<file path="src/rtl/bls_pkg.sv">
package bls_pkg;

    // ****************************************
    // clock and timing, figures in ns
    // ****************************************
    localparam int CLK_NS = 5;
    localparam int T_ADDR_SETUP_NS = 10;
    localparam int T_CE_SETUP_NS = 6;
    localparam int T_WE_WIDTH_NS = 47;
    localparam int T_DATA_SETUP_NS = 51;
    localparam int T_READ_ACC_NS = 103;
    localparam int T_RECOVER_NS = 20;
    localparam int T_DATA_HIZ_NS = 25;
    localparam int SYNC_STAGES = 2;

    // least times round up
    function automatic int ceil_cyc(input int ns);
        int c;
        c = (ns + CLK_NS - 1) / CLK_NS;
        return (c < 1) ? 1 : c;
    endfunction

    function automatic int max_int(input int a, input int b);
        return (a > b) ? a : b;
    endfunction

    localparam int SETUP_CYC = max_int(ceil_cyc(T_ADDR_SETUP_NS), ceil_cyc(T_CE_SETUP_NS));
    localparam int WRITE_CYC = max_int(ceil_cyc(T_WE_WIDTH_NS), ceil_cyc(T_DATA_SETUP_NS));
    // read strobe also covers the pin synchroniser delay
    localparam int READ_CYC = ceil_cyc(T_READ_ACC_NS) + SYNC_STAGES;
    localparam int RECOVER_CYC = max_int(ceil_cyc(T_RECOVER_NS), ceil_cyc(T_DATA_HIZ_NS));

    localparam int CNT_W = 5;
    localparam int ADDR_W = 13;
    localparam int DATA_W = 16;

    // ****************************************
    // reset values of the pins
    // ****************************************
    localparam logic RST_STROBE_N = 1'b1;
    localparam logic [1:0] RST_LANE_OE_N = 2'h3;
    localparam logic [15:0] RST_DATA = 16'h0000;

    typedef enum logic [3:0] {
        BLS_IDLE = 4'h1,
        BLS_SETUP = 4'h2,
        BLS_STROBE = 4'h4,
        BLS_RECOVER = 4'h8
    } bls_state_t;

endpackage

</file>
<file path="src/rtl/bls_host.sv">
`timescale 1ns/1ps
`default_nettype none

// What this block does
// - host holds bus width select high to use the sixteen-bit port
// - low byte select low with high enable high moves only lanes 7:0
// - high enable low with low byte select high moves only lanes 15:8
// - word-only host drives both selects low on every sixteen-bit cycle
// - narrow mode: width select low, data only on lanes 7:0
module bls_host #(
    parameter bit NO_BYTE_LANES = 1'b0
) (
    input wire logic clk,
    input wire logic sys_rst,
    input wire logic wide_mode,
    input wire logic req_valid,
    output logic req_ready,
    input wire logic req_write,
    input wire logic [12:0] req_addr,
    input wire logic [1:0] req_be,
    input wire logic [15:0] req_wdata,
    output logic rsp_valid,
    output logic [15:0] rsp_rdata,
    output logic dev_bus_width_16,
    output logic [11:0] dev_addr_upper,
    output logic host_low_byte_enable_n,
    output logic high_byte_enable_n,
    output logic dev_ce_n,
    output logic dev_oe_n,
    output logic dev_we_n,
    input wire logic [15:0] dev_data_in,
    output logic [15:0] dev_data_out,
    output logic [1:0] dev_data_oe_n
);

    localparam logic [4:0] SETUP_LD = 5'(bls_pkg::SETUP_CYC - 1);
    localparam logic [4:0] WRITE_LD = 5'(bls_pkg::WRITE_CYC - 1);
    localparam logic [4:0] READ_LD = 5'(bls_pkg::READ_CYC - 1);
    localparam logic [4:0] RECOVER_LD = 5'(bls_pkg::RECOVER_CYC - 1);
    // strobe cycles left after the eight checked ones, plus the answer cycle
    localparam int RD_WAIT = bls_pkg::READ_CYC - 7;
    localparam int WR_WAIT = bls_pkg::WRITE_CYC;

    // ****************************************
    // pin synchroniser
    // ****************************************
    logic [15:0] din_meta_reg;
    logic [15:0] din_sync_reg;

    always_ff @(posedge clk)
    begin
        if (sys_rst)
        begin
            din_meta_reg <= bls_pkg::RST_DATA;
            din_sync_reg <= bls_pkg::RST_DATA;
        end
        else
        begin
            din_meta_reg <= dev_data_in;
            din_sync_reg <= din_meta_reg;
        end
    end

    // ****************************************
    // lane decode of the incoming request
    // ****************************************
    logic map_low_sel_n;
    logic map_high_en_n;
    logic [1:0] map_lane_en;
    logic map_noop;

    bls_lane_map #(
        .NO_BYTE_LANES(NO_BYTE_LANES)
    ) u_lane_map (
        .wide(wide_mode),
        .be(req_be),
        .addr0(req_addr[0]),
        .low_sel_n(map_low_sel_n),
        .high_en_n(map_high_en_n),
        .lane_en(map_lane_en),
        .noop(map_noop)
    );

    // ****************************************
    // cycle sequencer
    // ****************************************
    bls_pkg::bls_state_t state_reg, state_next;
    logic [4:0] cnt_reg, cnt_next;
    logic write_reg, write_next;
    logic [1:0] lane_reg, lane_next;
    logic width_reg, width_next;
    logic [11:0] addr_reg, addr_next;
    logic low_sel_reg, low_sel_next;
    logic high_en_reg, high_en_next;
    logic ce_reg, ce_next;
    logic oe_reg, oe_next;
    logic we_reg, we_next;
    logic [15:0] dout_reg, dout_next;
    logic [1:0] doe_reg, doe_next;
    logic rsp_valid_reg, rsp_valid_next;
    logic [15:0] rdata_reg, rdata_next;

    assign req_ready = (state_reg == bls_pkg::BLS_IDLE);

    always_comb
    begin
        state_next = state_reg;
        cnt_next = cnt_reg;
        write_next = write_reg;
        lane_next = lane_reg;
        width_next = width_reg;
        addr_next = addr_reg;
        low_sel_next = low_sel_reg;
        high_en_next = high_en_reg;
        ce_next = ce_reg;
        oe_next = oe_reg;
        we_next = we_reg;
        dout_next = dout_reg;
        doe_next = doe_reg;
        rsp_valid_next = 1'b0;
        rdata_next = rdata_reg;
        unique case (state_reg)
            bls_pkg::BLS_IDLE:
            begin
                if (req_valid)
                begin
                    if (map_noop)
                    begin
                        // nothing would move, so no strobe is spent
                        rsp_valid_next = 1'b1;
                        rdata_next = 16'h0000;
                    end
                    else
                    begin
                        state_next = bls_pkg::BLS_SETUP;
                        cnt_next = SETUP_LD;
                        write_next = req_write;
                        lane_next = map_lane_en;
                        width_next = wide_mode;
                        addr_next = req_addr[12:1];
                        low_sel_next = map_low_sel_n;
                        high_en_next = map_high_en_n;
                        ce_next = 1'b0;
                        // low lane carries the low byte in both modes
                        dout_next = wide_mode ? req_wdata : {8'h00, req_wdata[7:0]};
                        doe_next = req_write ? ~map_lane_en : bls_pkg::RST_LANE_OE_N;
                    end
                end
            end
            bls_pkg::BLS_SETUP:
            begin
                cnt_next = cnt_reg - 5'h01;
                if (cnt_reg == 5'h00)
                begin
                    state_next = bls_pkg::BLS_STROBE;
                    cnt_next = write_reg ? WRITE_LD : READ_LD;
                    we_next = ~write_reg;
                    oe_next = write_reg;
                end
            end
            bls_pkg::BLS_STROBE:
            begin
                cnt_next = cnt_reg - 5'h01;
                if (cnt_reg == 5'h00)
                begin
                    state_next = bls_pkg::BLS_RECOVER;
                    cnt_next = RECOVER_LD;
                    we_next = 1'b1;
                    oe_next = 1'b1;
                    rsp_valid_next = 1'b1;
                    // unused lanes read as zero
                    rdata_next = {lane_reg[1] ? din_sync_reg[15:8] : 8'h00,
                        lane_reg[0] ? din_sync_reg[7:0] : 8'h00};
                end
            end
            bls_pkg::BLS_RECOVER:
            begin
                // data and select held one cycle past the strobe edge
                ce_next = 1'b1;
                doe_next = bls_pkg::RST_LANE_OE_N;
                cnt_next = cnt_reg - 5'h01;
                if (cnt_reg == 5'h00)
                begin
                    state_next = bls_pkg::BLS_IDLE;
                end
            end
        endcase
    end

    always_ff @(posedge clk)
    begin
        if (sys_rst)
        begin
            state_reg <= bls_pkg::BLS_IDLE;
            cnt_reg <= 5'h00;
            write_reg <= 1'b0;
            lane_reg <= 2'h0;
            width_reg <= 1'b0;
            addr_reg <= 12'h000;
            low_sel_reg <= 1'b1;
            high_en_reg <= 1'b1;
            ce_reg <= bls_pkg::RST_STROBE_N;
            oe_reg <= bls_pkg::RST_STROBE_N;
            we_reg <= bls_pkg::RST_STROBE_N;
            dout_reg <= bls_pkg::RST_DATA;
            doe_reg <= bls_pkg::RST_LANE_OE_N;
            rsp_valid_reg <= 1'b0;
            rdata_reg <= bls_pkg::RST_DATA;
        end
        else
        begin
            state_reg <= state_next;
            cnt_reg <= cnt_next;
            write_reg <= write_next;
            lane_reg <= lane_next;
            width_reg <= width_next;
            addr_reg <= addr_next;
            low_sel_reg <= low_sel_next;
            high_en_reg <= high_en_next;
            ce_reg <= ce_next;
            oe_reg <= oe_next;
            we_reg <= we_next;
            dout_reg <= dout_next;
            doe_reg <= doe_next;
            rsp_valid_reg <= rsp_valid_next;
            rdata_reg <= rdata_next;
        end
    end

    assign dev_bus_width_16 = width_reg;
    assign dev_addr_upper = addr_reg;
    assign host_low_byte_enable_n = low_sel_reg;
    assign high_byte_enable_n = high_en_reg;
    assign dev_ce_n = ce_reg;
    assign dev_oe_n = oe_reg;
    assign dev_we_n = we_reg;
    assign dev_data_out = dout_reg;
    assign dev_data_oe_n = doe_reg;
    assign rsp_valid = rsp_valid_reg;
    assign rsp_rdata = rdata_reg;

    // ****************************************
    // checks
    // ****************************************
    property p_width_stable;
        @(posedge clk) disable iff (sys_rst)
        (!dev_ce_n && $past(!dev_ce_n)) |-> $stable(dev_bus_width_16);
    endproperty
    a_width_stable: assert property (p_width_stable)
        else $error("width select moved inside a cycle");

    property p_low_lane;
        @(posedge clk) disable iff (sys_rst)
        (!dev_we_n && dev_bus_width_16) |-> (dev_data_oe_n[0] == host_low_byte_enable_n);
    endproperty
    a_low_lane: assert property (p_low_lane)
        else $error("low lane drive disagrees with low byte select");

    property p_high_lane;
        @(posedge clk) disable iff (sys_rst)
        (!dev_we_n && dev_bus_width_16) |-> (dev_data_oe_n[1] == high_byte_enable_n);
    endproperty
    a_high_lane: assert property (p_high_lane)
        else $error("high lane drive disagrees with high byte enable");

    property p_word_only;
        @(posedge clk) disable iff (sys_rst)
        (NO_BYTE_LANES && !dev_ce_n && dev_bus_width_16) |-> (!host_low_byte_enable_n && !high_byte_enable_n);
    endproperty
    a_word_only: assert property (p_word_only)
        else $error("word-only host issued a byte select");

    property p_narrow;
        @(posedge clk) disable iff (sys_rst)
        (!dev_ce_n && !dev_bus_width_16) |-> (dev_data_oe_n[1] && high_byte_enable_n);
    endproperty
    a_narrow: assert property (p_narrow)
        else $error("upper lane used in narrow mode");

    property p_noop_quiet;
        @(posedge clk) disable iff (sys_rst)
        (req_valid && req_ready && map_noop) |=> (rsp_valid && dev_ce_n && dev_oe_n && dev_we_n);
    endproperty
    a_noop_quiet: assert property (p_noop_quiet)
        else $error("no-operation request produced a strobe");

    property p_read_time;
        @(posedge clk) disable iff (sys_rst)
        $fell(dev_oe_n) |-> (!dev_oe_n && !rsp_valid) [*8] ##[RD_WAIT:RD_WAIT] (rsp_valid && dev_oe_n);
    endproperty
    a_read_time: assert property (p_read_time)
        else $error("read strobe length wrong");

    property p_write_time;
        @(posedge clk) disable iff (sys_rst)
        $fell(dev_we_n) |-> ##[WR_WAIT:WR_WAIT] (dev_we_n && rsp_valid && !dev_ce_n);
    endproperty
    a_write_time: assert property (p_write_time)
        else $error("write strobe length wrong");

endmodule

`default_nettype wire

</file>
<file path="src/rtl/bls_lane_map.sv">
`timescale 1ns/1ps
`default_nettype none

module bls_lane_map #(
    parameter bit NO_BYTE_LANES = 1'b0
) (
    input wire logic wide,
    input wire logic [1:0] be,
    input wire logic addr0,
    output logic low_sel_n,
    output logic high_en_n,
    output logic [1:0] lane_en,
    output logic noop
);

    logic [1:0] eff_be;

    always_comb
    begin
        // word-only hosts tie both selects low in wide mode
        eff_be = NO_BYTE_LANES ? 2'h3 : be;
        if (wide)
        begin
            low_sel_n = ~eff_be[0];
            high_en_n = ~eff_be[1];
            lane_en = eff_be;
            noop = (eff_be == 2'h0);
        end
        else
        begin
            // pin carries the real byte address bit here
            low_sel_n = addr0;
            high_en_n = 1'b1;
            lane_en = 2'h1;
            noop = 1'b0;
        end
    end

endmodule

`default_nettype wire

</file>
<file path="config.mk">
export PLATFORM = sky130hd
export DESIGN_NAME = bls_host
export DESIGN_NICKNAME = d
export VERILOG_FILES = /design/src/rtl/bls_pkg.sv /design/src/rtl/bls_host.sv /design/src/rtl/bls_lane_map.sv
export SDC_FILE = /design/constraint.sdc
export NUM_CORES = 1
export LEC_CHECK = 0
export CAP_MARGIN = 20
export CORE_MARGIN = 4
export CORE_UTILIZATION = 60
export CTS_CLUSTER_SIZE = 16
export DETAILED_ROUTE_END_ITERATION = 8
export DONT_BUFFER_PORTS = 1
export PLACE_DENSITY = 0.78
export SLEW_MARGIN = 40
export SYNTH_ARGS = -nofsm -noshare
export SYNTH_HDL_FRONTEND = slang
export SYNTH_SLANG_ARGS = --single-unit
</file>
<file path="constraint.sdc">
create_clock -name clk -period 5.1 [get_ports clk]
set_clock_uncertainty 0.1 [all_clocks]
set_input_delay 1.53 -clock clk [delete_from_list [all_inputs] [get_ports clk]]
set_output_delay 1.53 -clock clk [all_outputs]
set_load 0.03 [all_outputs]
</file>
# == Yosys cells after proc, flatten, opt, wreduce, memory -nomap -nowiden ==
# Index checks and enable logic that the tools add are counted.
# totals
ff_bits,97
in_bits,52
output_inout_bits,54
# op_classes
n_addsub,1
n_eq_ne,10
mux,39
bitwise_logic,5
n_reduce_logical,11
# op_table
op,n
16-bit two-way mux,4
16-bit one-hot mux with 2 select lines,1
5-bit two-way mux,5
4-bit two-way mux,5
5-bit one-hot mux with 4 select lines,1
8-bit two-way mux,2
4-bit one-hot mux with 4 select lines,1
1-bit two-way mux,11
2-bit != test (second input constant),5
3-bit AND reduction,3
2-bit two-way mux,4
1-bit one-hot mux with 2 select lines,4
2-bit nonzero test,3
5-bit zero test,1
5-bit AND reduction,1
5-bit by 1-bit subtractor with 5-bit output (second input constant),1
4-bit by 1-bit equality test with 1-bit output (second input constant),1
4-bit by 2-bit equality test with 1-bit output (second input constant),1
4-bit by 3-bit equality test with 1-bit output (second input constant),1
4-bit equality test (second input constant),1
1-bit NOT,4
2-bit one-hot mux with 2 select lines,1
4-bit AND reduction,1
2-bit zero test,1
other kinds (3),3

# == Longest topological paths before layout ==
# depth
word_depth,6
depth_mapped,7
ltp_nobuf,6

# == By module ==
# From an unflattened synthesis, not the netlist that was laid out.
# unflattened
cells_unflattened,361
hier_area_um2,3444.6
# by_module_without_submodules
module,instances,cells_per_inst,area_each_um2
bls_host,1,355,3410.8
bls_lane_map,1,6,33.8

# == Worst setup path before layout ==
# OpenSTA, ideal clock, no wires.
# synth_timing
path_type,input port to flip-flop
start,in req_be[0]
end,"reg dout_reg[0], in the netlist dev_data_out[0]"
setup_ps,70
arrival_ps,2625
slack_ps,2305
path_stages,5
n_path_buf,1
path_cell_list,nor3b_2 -> nand3b_2 -> clkbuf_1 -> nand2_1 -> a21oi_1
# synth_via
elab_chain_cells,4
# synth_lines
element,line,text
from (decl),bls_host.sv:20,"input wire logic [1:0] req_be,"
2-bit zero test,bls_lane_map.sv:27,noop = (eff_be == 2'h0);
1-bit two-way mux,bls_lane_map.sv:22,if (wide)
1-bit NOT (no source line),--,
3-bit AND reduction (no source line),--,
to (signal assigned),bls_host.sv:205,dout_reg <= bls_pkg::RST_DATA;
to (signal assigned),bls_host.sv:223,dout_reg <= dout_next;
to (decl),bls_host.sv:98,"logic [15:0] dout_reg, dout_next;"
# Every way passes these cells.
# A chain may end at the register's enable or synchronous reset.

# == Worst setup path in the final report ==
# layout_timing
start,reg state_reg[3]
end,out req_ready
# layout_via
elab_chain_cells,1
# layout_lines
element,line,text
from (decl),bls_host.sv:87,"bls_pkg::bls_state_t state_reg, state_next;"
from (signal assigned),bls_host.sv:194,state_reg <= bls_pkg::BLS_IDLE;
from (signal assigned),bls_host.sv:212,state_reg <= state_next;
4-bit by 1-bit equality test with 1-bit output,bls_host.sv:103,assign req_ready = (state_reg == bls_pkg::BLS_IDLE);
to (decl),bls_host.sv:17,"output logic req_ready,"
# Every way passes these cells.

==> impl_metrics.tcl <==
set metrics [dict create \
    status "complete, no violations" \
    cts_made_buffers 9 \
    p_clk_share_pct 38.2 \
    syn-cell-area_um2 3550 \
    cp_max_fo 13 \
    grt_pass1_vias 2397 \
    ys_types 42 \
    synthMuxAreaShare_pct 0 \
    h-tree-depth 3 \
    place_hpwl_mm 4.73 \
    seq_area_frac_synth_pct 54.7 \
    die-height_um 84.9 \
    drive_above_1_share_pct 7.85 \
    p_leak_nw 1.35 \
    drv_cap 0 \
    grt_util_all_layers_pct 19.2 \
    peakVddDrop_uv 373 \
    start_util_pct 63.3 \
    final-hold-violation-count 0 \
    rows 27 \
    hp-class "register to register" \
    postCtsHoldBufs 0 \
    drv_slew 0 \
    setup-tns-final_ns 0 \
    path_clk_slew_ns 0.09 \
    wirelength_mm 6.99 \
    cts_resized 0 \
    synth_xor_area_share_pct 0.493 \
    io_pins 106 \
    end_kind "output port" \
    grt_pass1_wl_mm 11.3 \
    synth_compound_area_share_pct 15.5 \
    p_int_w 0.00117 \
    crit_path_start_kind "register" \
    grt_start_max_net_pins 96 \
    switching_share_pct 25.1 \
    critPathRequiredTime_ns 3.47 \
    synth_top_family_by_area "simple AND/OR/NAND/NOR gates" \
    total_power_w 0.00156 \
    io_buffer_count 0 \
    final_common_cell "dfxtp_1" \
    clkLatencyLatePin_ns 0.35 \
    synth_fa_ha_area_share_pct 0.352 \
    syn_nets 444 \
    fmax_ghz 0.331 \
    yosys_register_bits 97 \
    drt_iter0_markers 155 \
    clock-root-buffer "clkbuf_8" \
    gr-total-overflow 0 \
    drtAntennaViolNets 0 \
    core_um2 5610 \
    worstSetupPathType "register to output port" \
    num-nets-final 430 \
    drt_pre_antenna_iters 4 \
    setup_viol 0 \
    relSlewSlack_pct 52.5 \
    syn_inst 391 \
    syn2layout_area_growth_pct 6.94 \
    wl_per_cell_um 15.4 \
    cts.sinks 97 \
    antenna_found_initial 0 \
    cts_tree "yes" \
    synth_area_per_cell_um2 9.08 \
    p_comb_share_pct 7.8 \
    gp_congestion 0.822 \
    arrival_ns 1.39 \
    vias 2595 \
    tightest_slew_ns 0.708 \
    post-cts-setup-buffers 0 \
    min_period_over_period_pct 59.2 \
    ys.warnings.count 0 \
    die_area_um2 7210 \
    synth-simple-area-share_pct 24.6 \
    rsz0062_at_grt "false" \
    pwr-share-seq_pct 54.0 \
    cts_max_path_buffers 2 \
    power.switching_w 0.000391 \
    mostFrequentLayoutCells "dfxtp_1, nand2_1, a21oi_1, nor2b_1, nand4_1" \
    avgViaCountPerCell 5.72 \
    period_needed_ns 3.02 \
    drc 0 \
    n_antenna_cell 0 \
    power_density_nw_per_um2 411 \
    fp.dieW_um 84.9 \
]
-- Yosys cell counts, drive strengths merged --
cell | instances | area share (%)
a2bb2oi | 1 | 0.25
a21boi | 1 | 0.21
a211oi | 2 | 0.42
nor2b | 32 | 5.6
and2 | 2 | 0.35
a221oi | 1 | 0.25
a311oi | 2 | 0.49
a21oi | 54 | 7.6
a22o | 1 | 0.28
inv | 8 | 0.85
nor4 | 1 | 0.18
a2111oi | 1 | 0.42
nand4 | 18 | 3.2
a41o | 1 | 0.28
or4b | 4 | 1.1
nor4b | 6 | 2.2
nor3 | 1 | 0.14
o22ai | 1 | 0.18
a22oi | 1 | 0.21
ha | 1 | 0.35
a211o | 1 | 0.25
nand3b | 1 | 0.32
clkbuf | 16 | 1.7
a31oi | 3 | 0.53
o21bai | 1 | 0.21
xor2 | 2 | 0.49
nand2 | 63 | 6.7
buf | 12 | 1.8
nor2 | 11 | 1.4
o211a | 1 | 0.28
nand2b | 5 | 0.88
o21a | 1 | 0.21
o21ai | 24 | 3.4
nand3 | 12 | 1.7
dfxtp | 97 | 55
nor3b | 2 | 0.88
-- power groups by stage --
stage | clock network (W) | registers [W] | logic (W)
final | 0.000596 | 0.000843 | 0.000122
after global routing | 0.000642 | 0.000847 | 0.000139
after CTS | 0.000608 | 0.000844 | 0.000122
after detailed placement | 0 | 0.000861 | 0.000122
after global placement | 0 | 0.000861 | 0.000114
after floorplan | 0 | 0.000852 | 0.000118
-- worst paths after layout --
kind                                                to  cells after the start        startpoint  slack, ns
worst min register to register        din_sync_reg[14]                      1  din_meta_reg[14]       0.34
worst max register to register  host_low_byte_enable_n                      4      state_reg[3]       2.84
worst min-delay path                  din_sync_reg[14]                      1  din_meta_reg[14]       0.34
worst max-delay path                         req_ready                      2      state_reg[3]       2.08
-- per-layer routing --
layer	track usage [%]	vias to the layer above	part of all wire [%]	wire length [um]
met4	7.63	0	1.2	86
met2	31.1	91	48	3370
li1	-	1321	-	-
met5	0	-	0	0
met3	7.09	8	8.4	584
met1	23.1	1175	42	2950
-- critical path: stages, from the launching register on --
cell	delay (ns)
dfxtp_1	0.45
nor4b_2	0.32
buf_4	0.27
-- final cells by class --
class | count | area [um^2]
Tap cell | 72 | 90.1
Clock inverter | 7 | 124
Clock buffer | 9 | 124
Timing Repair Buffer | 3 | 30.0
Sequential cell | 97 | 1940
Inverter | 8 | 30.0
Multi-Input combinational cell | 258 | 1460
Fill cell | 455 | 1810
-- stage by stage --
| step | util [%] | setup slack, ns | instances | instance area (um^2) | hold slack [ns] |
|---|---|---|---|---|---|
| detailed placement | 63.3 | 1.95 | 438 | 3550 | 0.322 |
| global route | 67.7 | 2.01 | 454 | 3800 | 0.342 |
| floorplan | - | 2.30 | 391 | 3550 | 0.314 |
| finish | 67.7 | 2.08 | 454 | 3800 | 0.339 |
| CTS | 67.7 | 2.06 | 454 | 3800 | 0.341 |
| global placement | 62.8 | 1.93 | 436 | 3520 | 0.321 |
-- logic make-up (layout without fill, tap and decap cells) --
family | count (synthesis) | after routing
buffers and inverters | 36 | 27
adder cells (fa/ha/maj) | 1 | 1
AO/OA/AOI/OAI | 97 | 97
AND/OR/NAND/NOR | 158 | 158
XOR/XNOR | 2 | 2
flip-flops | 97 | 97
(Power assumes the default switching activity.)
